<file path="config.mk">
export PLATFORM = sky130hd
export DESIGN_NAME = cis_capture
export DESIGN_NICKNAME = d
export VERILOG_FILES = /design/src/hdl/cis_pkg.sv /design/src/hdl/cis_sync.sv /design/src/hdl/cis_filter.sv /design/src/hdl/cis_capture.sv
export SDC_FILE = /design/constraint.sdc
export NUM_CORES = 1
export LEC_CHECK = 0
export ABC_AREA = 0
export BUFFER_PORTS_ARGS = -buffer_cell sky130_fd_sc_hd__buf_4
export CORE_AREA = 2 2 101 112
export CTS_CLUSTER_DIAMETER = 60
export DETAILED_ROUTE_END_ITERATION = 10
export DIE_AREA = 0 0 103 114
export GPL_TIMING_DRIVEN = 0
export HOLD_SLACK_MARGIN = 0.06
export PLACE_DENSITY = 0.58
export RECOVER_POWER = 50
export SYNTH_ARGS = -nofsm -noshare
export SYNTH_HDL_FRONTEND = slang
export SYNTH_SLANG_ARGS = --single-unit
</file>
<file path="constraint.sdc">
create_clock -name pclk -period 2.1 [get_ports pclk]
set_input_delay 0.315 -clock pclk [delete_from_list [all_inputs] [get_ports pclk]]
set_output_delay 0.315 -clock pclk [all_outputs]
set_load 0.02 [all_outputs]
</file>
<file path="src/hdl/cis_pkg.sv">
// constants and carriers shared by the capture input conditioning block
// assumes a single 200 MHz clock and 32-bit apb register access
package cis_pkg;
    // clock and sampling timing
    localparam int CLK_PERIOD_NS = 5;
    localparam int SAMPLE_PERIOD_NS = 40;
    localparam int SAMPLE_DIV = (SAMPLE_PERIOD_NS + CLK_PERIOD_NS - 1)
                                / CLK_PERIOD_NS;
    localparam logic [3:0] SAMPLE_LAST = 4'(SAMPLE_DIV - 1);
    localparam int FILT_SAMPLES = 5;
    // register byte offsets
    localparam logic [7:0] CTRL_OFS = 8'h00;
    localparam logic [7:0] STAT_OFS = 8'h04;
    localparam logic [7:0] MASK_OFS = 8'h08;
    localparam logic [7:0] CNT_OFS = 8'h0c;
    localparam logic [7:0] CAPR_OFS = 8'h10;
    localparam logic [7:0] CAPF_OFS = 8'h14;
    localparam logic [7:0] LVL_OFS = 8'h18;
    // field positions and reset values
    localparam int CTRL_W = 7;
    localparam int STAT_CAP_BIT = 0;
    localparam int STAT_OVF_BIT = 1;
    localparam logic [6:0] CTRL_RST = 7'h00;
    localparam logic [1:0] STAT_RST = 2'h0;
    localparam logic [1:0] MASK_RST = 2'h0;
    localparam logic [7:0] CNT_RST = 8'h00;
    // prescaler tap masks: divide by 64, 32, 2, 1
    localparam logic [5:0] DIV64_MASK = 6'h3f;
    localparam logic [5:0] DIV32_MASK = 6'h1f;
    localparam logic [5:0] DIV2_MASK = 6'h01;
    localparam logic [5:0] DIV1_MASK = 6'h00;

    typedef enum logic [1:0] {
        CIS_DIV64 = 2'b00,
        CIS_DIV32 = 2'b01,
        CIS_DIV2 = 2'b10,
        CIS_DIV1 = 2'b11
    } cis_div_e;

    // capture_timer_mode plus port mode bits, most significant first
    typedef struct packed {
        cis_div_e clk_sel;
        logic counter_clear_select_hi;
        logic counter_clear_select_lo;
        logic capture_irq_edge_select;
        logic noise_filter_select;
        logic capture_pin_select;
    } cis_ctrl_s;
endpackage

</file>
<file path="src/hdl/cis_sync.sv">
// two-stage synchroniser for the capture pin
// assumes the pin is asynchronous to pclk
`timescale 1ns/10ps
module cis_sync (
    input wire logic pclk,
    input wire logic presetn,
    input wire logic async_in,
    output logic sync_out
);
    logic meta_reg;

    // first stage feeds only the second stage
    always_ff @(posedge pclk or negedge presetn) begin
        if (!presetn) begin
            meta_reg <= 1'b0;
            sync_out <= 1'b0;
        end else begin
            meta_reg <= async_in;
            sync_out <= meta_reg;
        end
    end
endmodule

</file>
<file path="src/hdl/cis_filter.sv">
// noise filter: a level passes once five consecutive samples agree
// assumes din is already synchronised to pclk
`timescale 1ns/10ps
module cis_filter (
    input wire logic pclk,
    input wire logic presetn,
    input wire logic din,
    input wire logic enable,
    output logic filt_out
);
    logic [3:0] div_reg;
    logic tick;
    logic [cis_pkg::FILT_SAMPLES-1:0] shift_reg;
    logic [cis_pkg::FILT_SAMPLES-1:0] shift_next;

    // sampling clock derived from pclk
    always_ff @(posedge pclk or negedge presetn) begin
        if (!presetn) begin
            div_reg <= 4'h0;
        end else if (div_reg == cis_pkg::SAMPLE_LAST) begin
            div_reg <= 4'h0;
        end else begin
            div_reg <= div_reg + 4'h1;
        end
    end
    assign tick = (div_reg == cis_pkg::SAMPLE_LAST);
    assign shift_next = {shift_reg[cis_pkg::FILT_SAMPLES-2:0], din};

    // bypassed filter tracks the pin, so a later enable starts clean
    always_ff @(posedge pclk or negedge presetn) begin
        if (!presetn) begin
            shift_reg <= '0;
            filt_out <= 1'b0;
        end else if (!enable) begin
            shift_reg <= {cis_pkg::FILT_SAMPLES{din}};
            filt_out <= din;
        end else if (tick) begin
            shift_reg <= shift_next;
            if (&shift_next) begin
                filt_out <= 1'b1;
            end else if (~|shift_next) begin
                filt_out <= 1'b0;
            end
        end
    end
endmodule

</file>
<file path="src/hdl/cis_capture.sv">
// capture input conditioning with an 8-bit capture timer and apb registers
// assumes an apb3 master on pclk and an asynchronous capture pin
//
// Chosen here: the placing of the registers and register access over APB.
`timescale 1ns/10ps
module cis_capture (
    input wire logic pclk,
    input wire logic presetn,
    input wire logic psel,
    input wire logic penable,
    input wire logic pwrite,
    input wire logic [7:0] paddr,
    input wire logic [31:0] pwdata,
    output logic [31:0] prdata,
    output logic pready,
    output logic pslverr,
    input wire logic shared_capture_port_pin,
    output logic capture_signal,
    output logic irq
);
    cis_pkg::cis_ctrl_s ctrl_reg;
    logic [1:0] stat_reg;
    logic [1:0] stat_next;
    logic [1:0] mask_reg;
    logic [7:0] count_reg;
    logic [7:0] cap_rise_reg;
    logic [7:0] cap_fall_reg;
    logic [5:0] pre_reg;
    logic [5:0] div_mask;
    logic count_tick;
    logic pin_sync;
    logic pin_filt;
    logic src_lvl;
    logic cap_sig_next;
    logic cap_sig_reg;
    logic rise_evt;
    logic fall_evt;
    logic cap_evt;
    logic ovf_evt;
    logic clr_evt;
    logic setup_rd;
    logic acc;
    logic acc_wr;
    logic stat_rd;
    logic hit;
    logic [31:0] rdata_next;

    // true when the bus address selects the given register
    function automatic logic reg_is(input logic [7:0] addr,
                                    input logic [7:0] ofs);
        reg_is = (addr == ofs);
    endfunction

    cis_sync u_sync (
        .pclk(pclk),
        .presetn(presetn),
        .async_in(shared_capture_port_pin),
        .sync_out(pin_sync)
    );

    cis_filter u_filter (
        .pclk(pclk),
        .presetn(presetn),
        .din(pin_sync),
        .enable(ctrl_reg.noise_filter_select),
        .filt_out(pin_filt)
    );

    // source mux then gate; a select or filter change can itself
    // move the gated level, which is seen as an edge by design
    assign src_lvl = ctrl_reg.noise_filter_select ? pin_filt
                                                  : pin_sync;
    assign cap_sig_next = ctrl_reg.capture_pin_select & src_lvl;
    assign rise_evt = cap_sig_next & ~cap_sig_reg;
    assign fall_evt = ~cap_sig_next & cap_sig_reg;
    assign cap_evt = ctrl_reg.capture_irq_edge_select ? rise_evt
                                                      : fall_evt;

    // edges are detected on the gated signal, never on the raw pin
    always_ff @(posedge pclk or negedge presetn) begin
        if (!presetn) begin
            cap_sig_reg <= 1'b0;
        end else begin
            cap_sig_reg <= cap_sig_next;
        end
    end
    assign capture_signal = cap_sig_reg;

    // timebase prescaler for the capture counter
    always_ff @(posedge pclk or negedge presetn) begin
        if (!presetn) begin
            pre_reg <= 6'h00;
        end else begin
            pre_reg <= pre_reg + 6'h01;
        end
    end

    always_comb begin
        case (ctrl_reg.clk_sel)
            cis_pkg::CIS_DIV64: div_mask = cis_pkg::DIV64_MASK;
            cis_pkg::CIS_DIV32: div_mask = cis_pkg::DIV32_MASK;
            cis_pkg::CIS_DIV2: div_mask = cis_pkg::DIV2_MASK;
            cis_pkg::CIS_DIV1: div_mask = cis_pkg::DIV1_MASK;
            default: div_mask = cis_pkg::DIV64_MASK;
        endcase
    end
    assign count_tick = ((pre_reg & div_mask) == div_mask);
    assign ovf_evt = count_tick && (count_reg == 8'hff);

    // hi clears on rising, lo on falling, both set gives both edges
    assign clr_evt = (rise_evt && ctrl_reg.counter_clear_select_hi)
                   || (fall_evt && ctrl_reg.counter_clear_select_lo);

    // counter: a clearing edge wins over an increment
    always_ff @(posedge pclk or negedge presetn) begin
        if (!presetn) begin
            count_reg <= cis_pkg::CNT_RST;
        end else if (clr_evt) begin
            count_reg <= cis_pkg::CNT_RST;
        end else if (count_tick) begin
            count_reg <= count_reg + 8'h01;
        end
    end

    // capture registers latch the count at each edge
    always_ff @(posedge pclk or negedge presetn) begin
        if (!presetn) begin
            cap_rise_reg <= cis_pkg::CNT_RST;
            cap_fall_reg <= cis_pkg::CNT_RST;
        end else begin
            if (rise_evt) begin
                cap_rise_reg <= count_reg;
            end
            if (fall_evt) begin
                cap_fall_reg <= count_reg;
            end
        end
    end

    // apb decode: zero wait states, data registered in the setup cycle
    assign hit = reg_is(paddr, cis_pkg::CTRL_OFS)
              || reg_is(paddr, cis_pkg::STAT_OFS)
              || reg_is(paddr, cis_pkg::MASK_OFS)
              || reg_is(paddr, cis_pkg::CNT_OFS)
              || reg_is(paddr, cis_pkg::CAPR_OFS)
              || reg_is(paddr, cis_pkg::CAPF_OFS)
              || reg_is(paddr, cis_pkg::LVL_OFS);
    assign setup_rd = psel && !penable && !pwrite;
    assign acc = psel && penable;
    assign acc_wr = acc && pwrite && hit;
    assign stat_rd = acc && !pwrite && reg_is(paddr, cis_pkg::STAT_OFS);
    assign pready = 1'b1;
    assign pslverr = acc && !hit;

    always_comb begin
        rdata_next = 32'h0000_0000;
        case (paddr)
            cis_pkg::CTRL_OFS: rdata_next[6:0] = ctrl_reg;
            cis_pkg::STAT_OFS: rdata_next[1:0] = stat_reg;
            cis_pkg::MASK_OFS: rdata_next[1:0] = mask_reg;
            cis_pkg::CNT_OFS: rdata_next[7:0] = count_reg;
            cis_pkg::CAPR_OFS: rdata_next[7:0] = cap_rise_reg;
            cis_pkg::CAPF_OFS: rdata_next[7:0] = cap_fall_reg;
            cis_pkg::LVL_OFS: rdata_next[1:0] = {pin_sync, cap_sig_reg};
            default: rdata_next = 32'h0000_0000;
        endcase
    end

    // read data comes from a flop loaded while the setup cycle stands
    always_ff @(posedge pclk or negedge presetn) begin
        if (!presetn) begin
            prdata <= 32'h0000_0000;
        end else if (setup_rd) begin
            prdata <= rdata_next;
        end
    end

    // control and mask registers, written in the access cycle
    always_ff @(posedge pclk or negedge presetn) begin
        if (!presetn) begin
            ctrl_reg <= cis_pkg::CTRL_RST;
            mask_reg <= cis_pkg::MASK_RST;
        end else if (acc_wr) begin
            if (reg_is(paddr, cis_pkg::CTRL_OFS)) begin
                ctrl_reg <= pwdata[cis_pkg::CTRL_W-1:0];
            end
            if (reg_is(paddr, cis_pkg::MASK_OFS)) begin
                mask_reg <= pwdata[1:0];
            end
        end
    end

    // sticky status cleared by reading it; a new event wins the clear
    always_comb begin
        stat_next = stat_rd ? cis_pkg::STAT_RST : stat_reg;
        stat_next[cis_pkg::STAT_CAP_BIT] =
            stat_next[cis_pkg::STAT_CAP_BIT] | cap_evt;
        stat_next[cis_pkg::STAT_OVF_BIT] =
            stat_next[cis_pkg::STAT_OVF_BIT] | ovf_evt;
    end

    always_ff @(posedge pclk or negedge presetn) begin
        if (!presetn) begin
            stat_reg <= cis_pkg::STAT_RST;
        end else begin
            stat_reg <= stat_next;
        end
    end

    // level interrupt; masking is how software keeps false edges quiet
    assign irq = |(stat_reg & mask_reg);
endmodule

</file>
==> results_dict.tcl, run 1 <==
set metrics [dict create \
    maxCapViolations 1 \
    hp-class "input port to register" \
    grt_pass1_vias 2145 \
    worst_slack_ps 62.8 \
    status "complete, but fails checks" \
    violations "max-capacitance violations, max-slew violations" \
    core_um2 10700 \
    power_density_nw_per_um2 757 \
    clk_pin_slew_ps 50 \
    synth_fa_ha_area_share_pct 1.21 \
    preCtsSetupSlack_ps -246 \
    async_reset_ff_share_pct 100 \
    max-slew-margin-rel_pct -0.0544 \
    final.min_clock_period_ps 2040 \
    synth-simple-area-share_pct 13.9 \
    ys_seq_area_share_pct 49.1 \
    row_count 40 \
    syn2layout_area_growth_pct 26.2 \
    synth_edf_count 0 \
    place_area_um2 3600 \
    synthCells 285 \
    p_leak_uw 0.00186 \
    vias_per_cell 4.51 \
    clock_skew_ps 5.98 \
    io_buffers 30 \
    placed_cells 485 \
    initial_core_util_pct 29.0 \
    finalCritPeriodShare_pct 97.0 \
    grt_pass1_wl_um 10600 \
    cts_root_buf "clkbuf_16" \
    die_h_um 114 \
    die_w_um 103 \
    tns_ps 0 \
    globalRouteOverflowTotal 0 \
    ant_nets 0 \
    end_kind "register" \
    clk_path_buf_depth 2 \
    cts_buffers 9 \
    ys_ff_latch 61 \
    vdd_drop_max_mv 0.253 \
    cp-start-kind "input port" \
    dp_hpwl_um 4830 \
    synth_mux_area_share_pct 13.8 \
    synth.area.top_cells "dfrtp_1 49%, mux2_2 11%, buf_4 6.0%, mux2i_1 2.9%, nand2_1 2.4%" \
    clock_latency_ps 330 \
    yosysTopAreaCellShare_pct 49.1 \
    crit_start "paddr[5]" \
    yosysUniqueCellTypes 50 \
    synth_top_family_by_area "simple AND/OR/NAND/NOR gates" \
    n_fill_cell 1107 \
    vias 2256 \
    ctsHtreeMaxLevel 3 \
    dieArea_um2 11700 \
    slew_viol_final 28 \
    r2r-start "ctrl_reg[1]" \
    synth_area_um2 3110 \
    cts_tree "done" \
    avgSynthCellArea_um2 10.9 \
    hold_viol_final 0 \
    drt_iter0_drc 84 \
    place_congestion 0.753 \
    worstSetupPathType "input port to register" \
    drive_gt1_share_pct 31.7 \
    synth-compound-area-share_pct 11.8 \
    min-delay-start "shared_capture_port_pin" \
    drcViolationCount 0 \
    synth_xor_area_share_pct 2.25 \
    firstDrtPassIters 4 \
    stdcell_area_um2 3930 \
    n_antenna_cell 0 \
    io_pins 82 \
    rsz0062_at_grt "false" \
    utilization_pct 36.6 \
    postRouteWirelength_um 6580 \
    wire_per_inst_um 13.2 \
    setup_viol 0 \
    stdcell_count 500 \
    synthFlopType "dfrtp_1" \
    tightestPinTransition_ps 1500 \
    yosys_warnings 0 \
    ys_top_cells_by_count "61 x dfrtp_1, 30 x mux2_2, 25 x buf_4, 20 x nand2_1, 15 x o21ai_0" \
    post-synth-top-count-cell "dfrtp_1" \
    critPathRequiredTime_ps 2310 \
    cp_max_fo 7 \
    layout.nets 397 \
    yosysTopAreaCell "dfrtp_1" \
    groute.usage.overall_pct 11.9 \
    antenna_found_initial 0 \
    cts_sinks 61 \
    crit_arrival_ps 2250 \
    grt_max_degree 62 \
    fmax_mhz 491 \
]
-- critical path, cell delays in order --
cell and delay [ps]:
buf_4 110, or3_4 410, or3_4 390, nor3_2 610, mux2_2 410
-- per-layer routing --
metal | vias to the layer above | wire length (µm) | track usage, %
met4 | 0 | 112 | 5.79
met3 | 10 | 364 | 3.19
met1 | 1076 | 3030 | 15.6
li1 | 1105 | - | -
met2 | 65 | 3070 | 18.0
met5 | - | 0 | 0
-- path summary, 6_finish.rpt --
path / slack (ps) / cells after the start / endpoint
max in group asynchronous: 840 / 1 / u_filter.div_reg[2]
min reg2reg: 350 / 0 / u_sync.sync_out
min in group asynchronous: 350 / 1 / prdata[5]
max reg2reg: 230 / 5 / count_reg[7]
min: 120 / 1 / u_sync.meta_reg
max: 60 / 5 / ctrl_reg[1]
-- per-stage QoR --
step	hold WS [ps]	power (µW)
3_3_place_gp	336	1470
4_1_cts	89.1	3010
2_1_floorplan	19.4	1380
5_1_grt	111	3090
6_report	119	2970
3_5_place_dp	336	1470
-- kinds of logic (layout without fill, tap and decap cells) --
family	Yosys count	in the layout
xor gates and xnor gates	8	8
DFF	61	61
adders and majority gates	3	3
other	2	25
AOI/OAI and AO/OA	55	55
muxes	39	39
and+or+nand+nor	78	78
buffers and inverters	39	84
-- power breakdown --
| part | internal (µW) | switching [µW] |
|---|---|---|
| logic | 95.4 | 130 |
| clock network | 1010 | 511 |
| registers | 1200 | 25.4 |
| total | 2310 | 667 |
-- cell usage in the layout, fill, tap and decap left out, types with 2 or more instances in the layout --
cell | Yosys | routed
xor2_1 | 4 | 4
mux2_2 | 30 | 30
a211oi_1 | 2 | 2
dfrtp_1 | 61 | 61
mux2i_1 | 9 | 8
or3_4 | 2 | 2
a21oi_1 | 11 | 11
clkbuf_8 | 0 | 3
nor2b_1 | 6 | 6
nand3b_1 | 2 | 2
nor3_1 | 3 | 3
nor2_1 | 10 | 10
and2_1 | 2 | 2
clkbuf_16 | 0 | 9
o22a_1 | 2 | 2
conb_1 | 2 | 25
nand2b_1 | 4 | 4
nand2_1 | 20 | 20
xnor2_1 | 4 | 4
nand3_1 | 10 | 10
a22oi_1 | 6 | 6
or3_1 | 5 | 5
a22o_1 | 4 | 4
ha_1 | 3 | 3
inv_1 | 6 | 6
o31ai_1 | 2 | 2
nor4_1 | 2 | 2
clkbuf_1 | 7 | 7
nand4_1 | 3 | 3
buf_4 | 25 | 53
o21ai_0 | 15 | 15
or4_1 | 2 | 2
-- area by class of cell --
class	instances	area, µm²	area share, %
flip-flops and latches	61	1530	38.9
multi-input cells	208	1440	36.7
clock buffers	13	270	6.89
repair buffers	30	223	5.67
plain buffers	32	215	5.48
well taps	147	184	4.69
clock inverters	3	42.5	1.08
inverters	6	22.5	0.574
-- repair_timing --
item / 4_1_cts / 5_1_grt
setup buffers: 0 / 0
hold endpoints to repair: 0 / 0
pin swaps: 0 / 0
hold buffers: 0 / 0
resized for setup: 1 / 2
endpoints found under the setup margin: 8 / 8
No activity file was read; power rests on OpenSTA's default activity.
==> run 2: changes to the inputs <==
- SETUP_SLACK_MARGIN: not set -> 0.1
==> run 2 against run 1 <==
The flow still finishes with violations (max-capacitance violations, max-slew violations). Clock power about the same. Sequential share of layout area decreased by 0.47 points. Routed wire length increased by 1.5%. Total power decreased by 0.35%. Utilization increased by 0.44 points. Critical path depth unchanged.
==> results_dict.tcl, run 2 (synthesis results as in run 1) <==
set metrics [dict create \
    ant_nets 0 \
    slew_viol_final 61 \
    setup_viol 0 \
    clock_latency_ps 330 \
    place_congestion 0.749 \
    n_antenna_cell 0 \
    p_leak_uw 0.00189 \
    critPathRequiredTime_ps 2310 \
    cts_tree "done" \
    hold_viol_final 0 \
    dieArea_um2 11700 \
    grt_max_degree 62 \
    die_h_um 114 \
    groute.usage.overall_pct 11.8 \
    die_w_um 103 \
    core_um2 10700 \
    row_count 40 \
    grt_pass1_vias 2146 \
    n_fill_cell 1112 \
    cp_slowest_cell "or4b_4" \
    vias 2271 \
    violations "max-capacitance violations, max-slew violations" \
    final_cell_mix "61 x dfrtp_1, 56 x buf_4, 30 x mux2_2" \
    cpMostUsedCell "or3_4" \
    worst-path-buf-inv 1 \
    drcViolationCount 0 \
    stdcell_count 504 \
    cpPeakStageDelay_ps 510 \
    wire_per_inst_um 13.2 \
    status "complete, but fails checks" \
    rsz0062_at_grt "false" \
    fmax_mhz 531 \
    worstSetupPathType "input port to register" \
    crit_arrival_ps 2090 \
    cp_max_fo 4 \
    maxCapViolations 1 \
    final.min_clock_period_ps 1880 \
    tightestPinTransition_ps 1510 \
    dp_hpwl_um 4830 \
    place_area_um2 3600 \
    cts_buffers 9 \
    hp-class "input port to register" \
    utilization_pct 37.1 \
    end_kind "register" \
    globalRouteOverflowTotal 0 \
    layout_commonest_cell "dfrtp_1" \
    cts_sinks 61 \
    path_cells "buf_4, or3_4, or3_4, or4b_4, a221o_1" \
    stdcell_area_um2 3970 \
    drive_gt1_share_pct 32.5 \
    ctsHtreeMaxLevel 3 \
    cts_hold_buf 0 \
    cp-start-kind "input port" \
    finalCritPeriodShare_pct 89.6 \
    clock_skew_ps 4.38 \
    postRouteWirelength_um 6680 \
    vdd_drop_max_mv 0.384 \
    syn2layout_area_growth_pct 27.8 \
    layout.nets 401 \
    cts_root_buf "clkbuf_16" \
    max-slew-margin-rel_pct -0.427 \
    clk_pin_slew_ps 50 \
    clk_path_buf_depth 2 \
    vias_per_cell 4.51 \
    drt_iter0_drc 59 \
    crit_family "simple AND/OR/NAND/NOR gates" \
    grt_pass1_wl_um 10700 \
    power_density_nw_per_um2 746 \
    io_pins 82 \
    io_buffers 30 \
    tns_ps 0 \
    antenna_found_initial 0 \
    placed_cells 485 \
    initial_core_util_pct 29.0 \
    firstDrtPassIters 4 \
]
run 2: layout make-up:
cell class                 instances  area [µm²]  area share, %
sequential                        61        1530           38.4
multi-input combinational        208        1460           36.9
clock buffer                      12         267           6.71
timing repair buffer              33         245           6.17
buffer                            33         219           5.51
tap                              147         184           4.63
clock inverter                     4        45.0           1.13
inverter                           6        22.5          0.567
run 2: path summary, 6_finish.rpt:
path,from,to,slack [ps],depth (start not counted)
setup / recovery,paddr[5],stat_reg[0],220,5
hold / removal,shared_capture_port_pin,u_sync.meta_reg,120,1
setup reg to reg,ctrl_reg[1],count_reg[4],250,6
hold reg to reg,u_sync.meta_reg,u_sync.sync_out,350,0
max in group asynchronous,presetn,u_sync.sync_out,840,1
min in group asynchronous,presetn,prdata[2],350,1
run 2: stage by stage:
| step | power (µW) | hold WS (ps) | setup slack, ps |
|---|---|---|---|
| 2_1_floorplan | 1380 | 19.4 | 85.1 |
| 3_3_place_gp | 1470 | 337 | -299 |
| 3_5_place_dp | 1470 | 337 | -294 |
| 4_1_cts | 3000 | 93.8 | 151 |
| 5_1_grt | 3080 | 115 | 108 |
| 6_report | 2960 | 122 | 218 |
run 2: report_power, final:
group | internal (µW) | switching, µW
logic | 96.9 | 133
clock network | 1010 | 500
registers | 1200 | 27.1
run 2: metal layers:
layer  up-vias  global-route usage (%)  wire, µm
met5         -                       0         0
met4         0                    4.74       116
met3        10                    3.37       426
met2        63                    18.7      3140
met1      1085                    15.2      3000
li1       1113                       -         -
run 2: what timing repair did:
item / 4_1_cts / 5_1_grt
gates resized for setup: 5 / 1
setup buffers: 0 / 3
pin swaps: 0 / 1
setup endpoints to repair: 21 / 8
